File: src/rtl/lrs_params.svh
// timing counts, widths and reset values for the reject and sequence-reset block
`ifndef LRS_PARAMS_SVH
`define LRS_PARAMS_SVH
`define LRS_CLK_PERIOD_NS   10
`define LRS_ACK_TIME_US     1000
`define LRS_ACK_CYCLES      ((`LRS_ACK_TIME_US * 1000) / `LRS_CLK_PERIOD_NS)
`define LRS_N2_DEFAULT      8'h03
`define LRS_SEQ_W           7
`define LRS_SEQ_RESET       7'h00
`define LRS_INFO_W          40
`endif

File: src/rtl/lrs_pkg.sv
// types for the reject and sequence-reset block
package lrs_pkg;
   typedef enum logic [3:0] {
      LRS_PDU_NONE  = 4'h0,
      LRS_PDU_I     = 4'h1,
      LRS_PDU_S     = 4'h2,
      LRS_PDU_SABME = 4'h3,
      LRS_PDU_DISC  = 4'h4,
      LRS_PDU_RSET  = 4'h5,
      LRS_PDU_UA    = 4'h6,
      LRS_PDU_DM    = 4'h7,
      LRS_PDU_FRMR  = 4'h8,
      LRS_PDU_OTHER = 4'h9
   } lrs_pdu_e;

   typedef enum logic [1:0] {
      LRS_ST_NORMAL = 2'b00,
      LRS_ST_FRMR   = 2'b01,
      LRS_ST_RSET   = 2'b11
   } lrs_state_e;

   // one received or transmitted pdu event
   typedef struct packed {
      logic      valid;
      lrs_pdu_e  kind;
      logic      is_cmd;
      logic      bad_nr;
      logic      reject;
   } lrs_pdu_s;

   typedef struct packed {
      logic enter_frmr;
      logic leave_frmr;
      logic n2_reset;
   } lrs_event_s;
endpackage

File: src/rtl/lrs_ack_timer.sv
// acknowledgement timer: load, stop, expiry pulse
`timescale 1ns/10ps
module lrs_ack_timer #(
   parameter int unsigned CYCLES = 100000
) (
   input  wire logic clk_in,
   input  wire logic arst_n_in,
   input  wire logic start_in,
   input  wire logic stop_in,
   output logic      running_out,
   output logic      expire_out
);
   logic [31:0] cnt_q;
   logic        run_q;
   logic        exp_q;
   wire         at_end = run_q && (cnt_q == 32'h0000_0001);

   always_ff @(posedge clk_in or negedge arst_n_in) begin
      if (!arst_n_in) begin
         cnt_q <= 32'h0000_0000;
         run_q <= 1'b0;
         exp_q <= 1'b0;
      end else begin
         exp_q <= at_end && !start_in && !stop_in;
         if (stop_in) begin
            run_q <= 1'b0;
         end else if (start_in) begin
            cnt_q <= CYCLES;
            run_q <= 1'b1;
         end else if (run_q) begin
            cnt_q <= cnt_q - 32'h0000_0001;
            run_q <= !at_end;
         end
      end
   end

   assign running_out = run_q;
   assign expire_out  = exp_q;
endmodule

File: src/rtl/lrs_core.sv
// frame-reject exception and sequence-number reset control
//
// Overview of operation
// - on timer expiry in the reject exception the FRMR is resent and the timer restarted.
// - after N2 expiries in the reject exception a SABME command is sent instead.
// - an extra FRMR sent while the timer runs leaves the timer alone.
// - an accepted RSET is answered with UA at the first transmit chance.
// - accepting RSET clears the receive state variable to zero.
// - the RSET issuer clears its send state variable only on the matching UA.
// - accepting RSET clears all rejection conditions except a reported bad N(R).
// - a bad N(R) condition is cleared only by an RSET sent by the detecting station or by a received SABME.
// - a rejected PDU during information transfer causes an FRMR response.
// - in the normal state a received FRMR makes the station start a reset with RSET.
// - after sending FRMR the station holds the reject exception until cleared.
// - in the reject exception no I PDU is sent and received I and S PDUs are dropped.
// - sending SABME, DISC or RSET, or receiving SABME, DISC, RSET or DM, clears the reject exception.
// - any other command in the reject exception resends FRMR with the same info field.
`timescale 1ns/10ps
`include "lrs_params.svh"
module lrs_core #(
   parameter int unsigned ACK_CYCLES = `LRS_ACK_CYCLES,
   parameter int unsigned SEQ_W      = `LRS_SEQ_W,
   parameter int unsigned INFO_W     = `LRS_INFO_W
) (
   input  wire logic                 clk_in,
   input  wire logic                 arst_n_in,
   input  wire lrs_pkg::lrs_pdu_s    rx_pdu_in,
   input  wire logic [INFO_W-1:0]    rx_info_in,
   input  wire logic                 info_xfer_in,
   input  wire logic [7:0]           n2_in,
   input  wire logic                 host_rset_in,
   input  wire logic                 tx_ready_in,
   input  wire logic                 vr_inc_in,
   input  wire logic                 vs_inc_in,
   output lrs_pkg::lrs_pdu_e         tx_kind_out,
   output logic                      tx_valid_out,
   output logic [INFO_W-1:0]         tx_info_out,
   output logic                      i_tx_allow_out,
   output logic                      rx_deliver_out,
   output logic [SEQ_W-1:0]          vr_out,
   output logic [SEQ_W-1:0]          vs_out,
   output logic                      bad_nr_hold_out,
   output logic                      reject_hold_out,
   output lrs_pkg::lrs_event_s       event_out,
   output lrs_pkg::lrs_state_e       state_out
);
   import lrs_pkg::*;

   // ***************************************
   // receive decode
   // ***************************************
   lrs_state_e        st_q, st_d;
   logic [7:0]        exp_cnt_q;
   logic [SEQ_W-1:0]  vr_q, vs_q;
   logic [INFO_W-1:0] info_q;
   logic              bad_nr_q, rej_q, rset_own_q;
   lrs_pdu_e          pend_q;
   logic              tmr_run, tmr_exp;

   function automatic logic is_kind(input lrs_pdu_s p, input lrs_pdu_e k);
      return p.valid && (p.kind == k);
   endfunction

   wire in_frmr  = (st_q == LRS_ST_FRMR);
   wire rx_sabme = is_kind(rx_pdu_in, LRS_PDU_SABME);
   wire rx_disc  = is_kind(rx_pdu_in, LRS_PDU_DISC);
   wire rx_rset  = is_kind(rx_pdu_in, LRS_PDU_RSET);
   wire rx_dm    = is_kind(rx_pdu_in, LRS_PDU_DM);
   wire rx_ua    = is_kind(rx_pdu_in, LRS_PDU_UA);
   wire rx_frmr  = is_kind(rx_pdu_in, LRS_PDU_FRMR);
   wire rx_is    = is_kind(rx_pdu_in, LRS_PDU_I) || is_kind(rx_pdu_in, LRS_PDU_S);
   wire rx_rej   = rx_pdu_in.valid && rx_pdu_in.reject && info_xfer_in && !in_frmr;
   wire tx_fire  = tx_valid_out && tx_ready_in;
   wire tx_clear = tx_fire && ((pend_q == LRS_PDU_SABME) || (pend_q == LRS_PDU_DISC)
                               || (pend_q == LRS_PDU_RSET));
   wire clear_exc = rx_sabme || rx_disc || rx_rset || rx_dm || tx_clear;
   wire other_cmd = in_frmr && rx_pdu_in.valid && rx_pdu_in.is_cmd && !clear_exc;
   wire n2_hit    = in_frmr && tmr_exp && ((exp_cnt_q + 8'h01) >= n2_in);
   wire retry     = in_frmr && tmr_exp && !n2_hit;

   // ***************************************
   // state and transmit request
   // ***************************************
   always_comb begin
      st_d = st_q;
      case (st_q)
         LRS_ST_NORMAL: begin
            if (rx_rej)
               st_d = LRS_ST_FRMR;
            else if (host_rset_in || rx_frmr)
               st_d = LRS_ST_RSET;
         end
         LRS_ST_FRMR: begin
            if (clear_exc && !rx_rset)
               st_d = LRS_ST_NORMAL;
            else if (rx_rset)
               st_d = LRS_ST_NORMAL;
         end
         LRS_ST_RSET: begin
            if (rx_ua || rx_dm)
               st_d = LRS_ST_NORMAL;
         end
         default: st_d = LRS_ST_NORMAL;
      endcase
   end

   // transmit slot priority: UA answer, forced SABME, FRMR, RSET request
   logic     set_pend;
   lrs_pdu_e new_pend;
   always_comb begin
      set_pend = 1'b1;
      new_pend = LRS_PDU_NONE;
      if (rx_rset || rx_sabme)
         new_pend = LRS_PDU_UA;
      else if (n2_hit)
         new_pend = LRS_PDU_SABME;
      else if (rx_rej || retry || other_cmd)
         new_pend = LRS_PDU_FRMR;
      else if (st_q == LRS_ST_NORMAL && (host_rset_in || rx_frmr))
         new_pend = LRS_PDU_RSET;
      else
         set_pend = 1'b0;
   end

   always_ff @(posedge clk_in or negedge arst_n_in) begin
      if (!arst_n_in) begin
         st_q   <= LRS_ST_NORMAL;
         pend_q <= LRS_PDU_NONE;
      end else begin
         st_q <= st_d;
         if (set_pend)
            pend_q <= new_pend;
         else if (tx_fire)
            pend_q <= LRS_PDU_NONE;
      end
   end

   // ***************************************
   // timer and expiry count
   // ***************************************
   wire frmr_sent = tx_fire && (pend_q == LRS_PDU_FRMR);
   // an extra FRMR while running must not reload
   wire tmr_start = (frmr_sent && !tmr_run) || (retry && frmr_sent);
   wire tmr_stop  = clear_exc || !in_frmr;

   lrs_ack_timer #(.CYCLES(ACK_CYCLES)) lrs_ack_timer_i (
      .clk_in      (clk_in),
      .arst_n_in   (arst_n_in),
      .start_in    (tmr_start && in_frmr),
      .stop_in     (tmr_stop),
      .running_out (tmr_run),
      .expire_out  (tmr_exp)
   );

   wire enter_ev = (st_q != LRS_ST_FRMR) && (st_d == LRS_ST_FRMR);
   wire leave_ev = in_frmr && (st_d != LRS_ST_FRMR);

   always_ff @(posedge clk_in or negedge arst_n_in) begin
      if (!arst_n_in)
         exp_cnt_q <= 8'h00;
      else if (enter_ev || leave_ev)
         exp_cnt_q <= 8'h00;
      else if (in_frmr && tmr_exp)
         exp_cnt_q <= exp_cnt_q + 8'h01;
   end

   // ***************************************
   // sequence variables and rejection conditions
   // ***************************************
   always_ff @(posedge clk_in or negedge arst_n_in) begin
      if (!arst_n_in) begin
         vr_q       <= `LRS_SEQ_RESET;
         vs_q       <= `LRS_SEQ_RESET;
         bad_nr_q   <= 1'b0;
         rej_q      <= 1'b0;
         rset_own_q <= 1'b0;
         info_q     <= '0;
      end else begin
         if (rx_rset)
            vr_q <= `LRS_SEQ_RESET;
         else if (vr_inc_in && !in_frmr)
            vr_q <= vr_q + SEQ_W'(1);
         if (st_q == LRS_ST_RSET && rx_ua && rset_own_q)
            vs_q <= `LRS_SEQ_RESET;
         else if (vs_inc_in && !in_frmr)
            vs_q <= vs_q + SEQ_W'(1);
         if (tx_fire && pend_q == LRS_PDU_RSET)
            rset_own_q <= 1'b1;
         else if (st_q != LRS_ST_RSET)
            rset_own_q <= 1'b0;
         if (rx_rej) begin
            info_q <= rx_info_in;
            rej_q  <= 1'b1;
         end else if (rx_rset || rx_sabme) begin
            rej_q <= 1'b0;
         end
         // bad N(R) sets win; only our own RSET or a received SABME clears it
         if (rx_rej && rx_pdu_in.bad_nr)
            bad_nr_q <= 1'b1;
         else if ((tx_fire && pend_q == LRS_PDU_RSET) || rx_sabme)
            bad_nr_q <= 1'b0;
      end
   end

   // ***************************************
   // outputs
   // ***************************************
   assign tx_valid_out    = (pend_q != LRS_PDU_NONE);
   assign tx_kind_out     = pend_q;
   assign tx_info_out     = info_q;
   assign i_tx_allow_out  = !in_frmr;
   assign rx_deliver_out  = rx_is && !in_frmr;
   assign vr_out          = vr_q;
   assign vs_out          = vs_q;
   assign bad_nr_hold_out = bad_nr_q;
   assign reject_hold_out = rej_q;
   assign state_out       = st_q;
   assign event_out       = '{enter_frmr: enter_ev, leave_frmr: leave_ev,
                              n2_reset: n2_hit};

   // ***************************************
   // assertions
   // ***************************************
   AST_N2_SABME: assert property (@(posedge clk_in) disable iff (!arst_n_in)
      n2_hit && !(rx_rset || rx_sabme) |=> pend_q == LRS_PDU_SABME)
      else $error("n2 limit did not queue sabme");
   AST_RETRY_FRMR: assert property (@(posedge clk_in) disable iff (!arst_n_in)
      retry && !(rx_rset || rx_sabme) |=> pend_q == LRS_PDU_FRMR)
      else $error("timer expiry did not queue frmr");
   AST_NO_RELOAD: assert property (@(posedge clk_in) disable iff (!arst_n_in)
      frmr_sent && tmr_run && !tmr_stop && (lrs_ack_timer_i.cnt_q > 32'h0000_0001)
      |=> lrs_ack_timer_i.cnt_q == $past(lrs_ack_timer_i.cnt_q) - 32'h0000_0001)
      else $error("timer reloaded by extra frmr");
   AST_UA_ON_RSET: assert property (@(posedge clk_in) disable iff (!arst_n_in)
      rx_rset |=> pend_q == LRS_PDU_UA)
      else $error("rset not answered with ua");
   AST_VR_ZERO: assert property (@(posedge clk_in) disable iff (!arst_n_in)
      rx_rset |=> vr_q == '0)
      else $error("vr not cleared by rset");
   AST_VS_HOLD: assert property (@(posedge clk_in) disable iff (!arst_n_in)
      !rx_ua && !vs_inc_in |=> $stable(vs_q))
      else $error("vs changed without ua");
   AST_BADNR_KEEP: assert property (@(posedge clk_in) disable iff (!arst_n_in)
      bad_nr_q && rx_rset && !rx_sabme && !(tx_fire && pend_q == LRS_PDU_RSET) |=> bad_nr_q)
      else $error("peer rset cleared bad nr");
   AST_ENTER_FRMR: assert property (@(posedge clk_in) disable iff (!arst_n_in)
      rx_rej |=> in_frmr && pend_q == LRS_PDU_FRMR)
      else $error("reject did not enter frmr");
   AST_DISCARD: assert property (@(posedge clk_in) disable iff (!arst_n_in)
      in_frmr |-> !rx_deliver_out && !i_tx_allow_out)
      else $error("traffic passed during frmr");
   AST_CLEAR: assert property (@(posedge clk_in) disable iff (!arst_n_in)
      in_frmr && (rx_disc || rx_dm) |=> !in_frmr)
      else $error("frmr not cleared");
   AST_CNT_CLR: assert property (@(posedge clk_in) disable iff (!arst_n_in)
      enter_ev |=> exp_cnt_q == 8'h00)
      else $error("expiry count not cleared");

   COV_FRMR: cover property (@(posedge clk_in) disable iff (!arst_n_in) rx_rej);
   COV_N2: cover property (@(posedge clk_in) disable iff (!arst_n_in) n2_hit);
   COV_RSET: cover property (@(posedge clk_in) disable iff (!arst_n_in) rx_rset ##1 tx_fire);
   COV_VS: cover property (@(posedge clk_in) disable iff (!arst_n_in) st_q == LRS_ST_RSET && rx_ua);
endmodule

File: config.mk
export PLATFORM = sky130hd
export DESIGN_NAME = lrs_core
export DESIGN_NICKNAME = d
export VERILOG_FILES = /design/src/rtl/lrs_pkg.sv /design/src/rtl/lrs_ack_timer.sv /design/src/rtl/lrs_core.sv
export VERILOG_INCLUDE_DIRS = /design/src /design/src/rtl
export SDC_FILE = /design/constraint.sdc
export NUM_CORES = 1
export LEC_CHECK = 0
export BUFFER_PORTS_ARGS = -buffer_cell sky130_fd_sc_hd__buf_2
export CAP_MARGIN = 20
export CORE_MARGIN = 3
export CORE_UTILIZATION = 58
export CTS_CLUSTER_DIAMETER = 40
export DETAILED_ROUTE_END_ITERATION = 10
export GPL_TIMING_DRIVEN = 0
export PLACE_DENSITY_LB_ADDON = 0.2
export SLEW_MARGIN = 20
export SYNTH_ARGS = -nofsm -noshare
export SYNTH_HDL_FRONTEND = slang
export SYNTH_SLANG_ARGS = --single-unit
File: constraint.sdc
create_clock -name clk_in -period 7.55 [get_ports clk_in]
set_input_delay 0.755 -clock clk_in [delete_from_list [all_inputs] [get_ports clk_in]]
set_output_delay 0.755 -clock clk_in [all_outputs]
set_load 0.01 [all_outputs]
==> impl_metrics.json <==
{
  "synth_edf_count": 0,
  "placed_cell_area_sq_um": 6081,
  "netlist_area_sq_um": 5266,
  "drt_iter0_drc": 200,
  "cts_tree": "done",
  "async_flop_share_pct": 100.0,
  "gr-total-overflow": 0,
  "ctsResizeCount": 0,
  "cp-start-kind": "flop",
  "avgRoutedWirePerCell_um": 16.62,
  "clock_path_buffers": 2,
  "fin_crit_sh_pct": 50.24,
  "gp_congestion": 0.8184,
  "timing.fmax_mhz": 263.6,
  "finClkSkew_ns": 0.01350,
  "tightest_slew_ns": 0.9410,
  "rsz0062_at_grt": "no",
  "hpwl_mm": 9.083,
  "crit_arrival_ns": 3.04,
  "setup_viol": 0,
  "rrSetupSlack_ns": 4.18,
  "slew_headroom_pct": 35.64,
  "chipWidth_um": 101.3,
  "start_util_pct": 60.09,
  "final-hold-violation-count": 0,
  "total_power_uw": 2170,
  "grt_usage_pct": 24.76,
  "setup_tns_ns": 0,
  "worstPathMaxFanout": 4,
  "nFillCells": 668,
  "antenna_found_initial": 0,
  "die_h_um": 101.3,
  "portBuffers": 129,
  "drt_first_pass_iters": 5,
  "fin_nets": 706,
  "min_period_ns": 3.793,
  "setup.worst_path.end_class": "output port",
  "final_max_slew_viol_count": 0,
  "power-per-cell-area_nw_per_um2": 344.9,
  "clkTransAtPathRegs_ns": 0.10,
  "final_layout_size_suffix_gt1_share_pct": 33.33,
  "grt_max_degree": 62,
  "seq_area_frac_synth_pct": 49.89,
  "grt_first_pass_wirelength_mm": 20.56,
  "maxCapViolCount": 0,
  "syn_area_per_cell_sq_um": 10.81,
  "area_growth_pct": 19.48,
  "synth_top_flop_cell": "dfrtp_1",
  "placementRows": 34,
  "worstHoldPathType": "in2async",
  "clk_latency_ns": 0.38,
  "synth_cell_types": 62,
  "post-cts-setup-buffers": 0,
  "numCtsBuffers": 9,
  "yosys_warnings": 0,
  "status": "completed",
  "r2r-end": "lrs_ack_timer_i.cnt_q[2]",
  "rr_worst_depth": 8,
  "ctsHoldBuffers": 0,
  "final_util_pct": 71.80,
  "design.die.area_sq_um": 10260,
  "multi_input_area_sq_um": 2476,
  "diodes": 0,
  "antenna_left": 0,
  "vias": 4376,
  "synth_seq_cells": 105,
  "grt_pass1_vias": 4500,
  "critPathKind": "reg2out",
  "wl_mm": 12.32,
  "syn_inst": 487,
  "clkSinkCount": 105,
  "viasPerCell": 5.906,
  "ir_worst_vdd_uv": 272.9,
  "required_ns": 6.80,
  "cts_root_buf": "clkbuf_8",
  "p_leak_uw": 0.002980,
  "hold_slack_ns": 0.2855,
  "htree_num_levels": 3,
  "io_pins": 131,
  "drc": 0,
  "finish.instance_area_sq_um": 6292,
  "syn_nets": 565,
  "ff_latch_area_sq_um": 2628,
  "rr_startpoint": "exp_cnt_q[0]",
  "core-area_sq_um": 8763
}
==> critical path, cell delays in order (launching register included) <==
cell and delay [ns]:
dfrtp_1 0.44, and3_1 0.25, xor2_1 0.16, ha_1 0.20, a2111oi_0 0.83, o21ai_0 0.27
nand2_1 0.16, inv_1 0.10, buf_4 0.14, buf_2 0.13
==> registers in the layout (all words and copies together), names as in the netlist, 2 cells and up <==
signal and cells:
tx_info_out 40, lrs_ack_timer_i.cnt_q 32, exp_cnt_q 8, vr_out 7
vs_out 7, tx_kind_out 4, state_out 2
==> metal layers <==
metal	routed length (um)	GRT usage (%)	part of all wire, %	up-vias
met5	0	0	0	-
met4	227	8.691	1.8	0
met3	925	7.782	7.5	21
met2	6117	39.89	50	137
met1	5045	31.76	41	2155
li1	-	-	-	2063
==> power by group <==
part | switching (uW) | leakage, uW | internal, uW
clock | 221 | 0.000102 | 133
combinational | 465 | 0.00155 | 403
sequential | 172 | 0.00133 | 777
total | 857 | 0.00298 | 1310
==> cells in the final DEF, fill, tap and decap left out, drive strengths merged, types with 8 or more instances in the layout <==
cell,netlist,final
a21oi,32,32
and2,8,8
buf,8,138
clkbuf,13,22
dfrtp,105,105
ha,15,15
inv,16,18
mux2,41,41
nand2,30,30
nand3,16,16
nor2,22,22
o21ai,20,20
o31ai,13,13
or3,20,20
or4,19,19
xnor2,10,10
xor2,15,15
==> cells by family after synthesis <==
logic type | synth area share (%)
xor gates and xnor gates | 4.158
muxes | 8.957
adders and majority gates | 3.564
buffers and inverters | 3.089
DFF | 49.89
and+or+nand+nor | 18.84
AOI/OAI and AO/OA | 11.50
==> through the flow <==
stage,std cells,setup WS [ns]
after floorplan,487,4.602
after global placement,724,4.058
after detailed placement,725,3.978
after CTS,741,3.841
after global routing,741,3.621
final,741,3.757
==> synthesized netlist by cell type (2+ instances only) <==
library cell | count | share of area (%)
inv_1 | 16 | 1.1
clkbuf_1 | 13 | 0.93
o2111ai_1 | 2 | 0.33
nor3b_1 | 2 | 0.29
nand4b_1 | 3 | 0.50
nor3_1 | 7 | 0.67
xor2_1 | 15 | 2.5
o31ai_1 | 13 | 1.9
and3_1 | 7 | 0.83
nor2b_1 | 3 | 0.36
and4_1 | 2 | 0.33
buf_4 | 3 | 0.43
ha_1 | 15 | 3.6
a211o_1 | 3 | 0.50
nand3_1 | 16 | 1.5
and2_1 | 8 | 0.95
a21boi_0 | 3 | 0.43
or3_1 | 19 | 2.3
nand3b_1 | 3 | 0.43
nand2_1 | 29 | 2.1
o31a_1 | 2 | 0.33
a21oi_1 | 31 | 2.9
a311oi_1 | 2 | 0.33
nor2_1 | 22 | 1.6
mux2_2 | 41 | 8.8
dfrtp_1 | 105 | 50
nand4_1 | 7 | 0.83
nor4_1 | 3 | 0.36
xnor2_1 | 10 | 1.7
or2_2 | 7 | 0.83
a211oi_1 | 3 | 0.43
buf_2 | 4 | 0.38
or4_1 | 17 | 2.4
nand2b_1 | 5 | 0.59
o21ai_0 | 19 | 1.8
==> layout make-up <==
type | count | share of cell area [%]
buffer | 21 | 1.631
clock buffer | 9 | 1.969
clock inverter | 7 | 1.392
inverter | 16 | 0.9545
multi-input combinational | 345 | 39.35
sequential | 105 | 41.76
tap | 108 | 2.148
timing repair buffer | 130 | 10.80
==> worst max path at each step <==
stage                       from            to  slack, ns
floorplan               n2_in[0]  event_out[0]       4.60
global placement        n2_in[0]  event_out[0]       4.06
detailed placement      n2_in[0]  event_out[0]       3.98
CTS                 exp_cnt_q[0]  event_out[0]       3.84
global route        exp_cnt_q[0]  event_out[0]       3.62
finish              exp_cnt_q[0]  event_out[0]       3.76
Note: power is estimated with default switching activity, not from simulation.
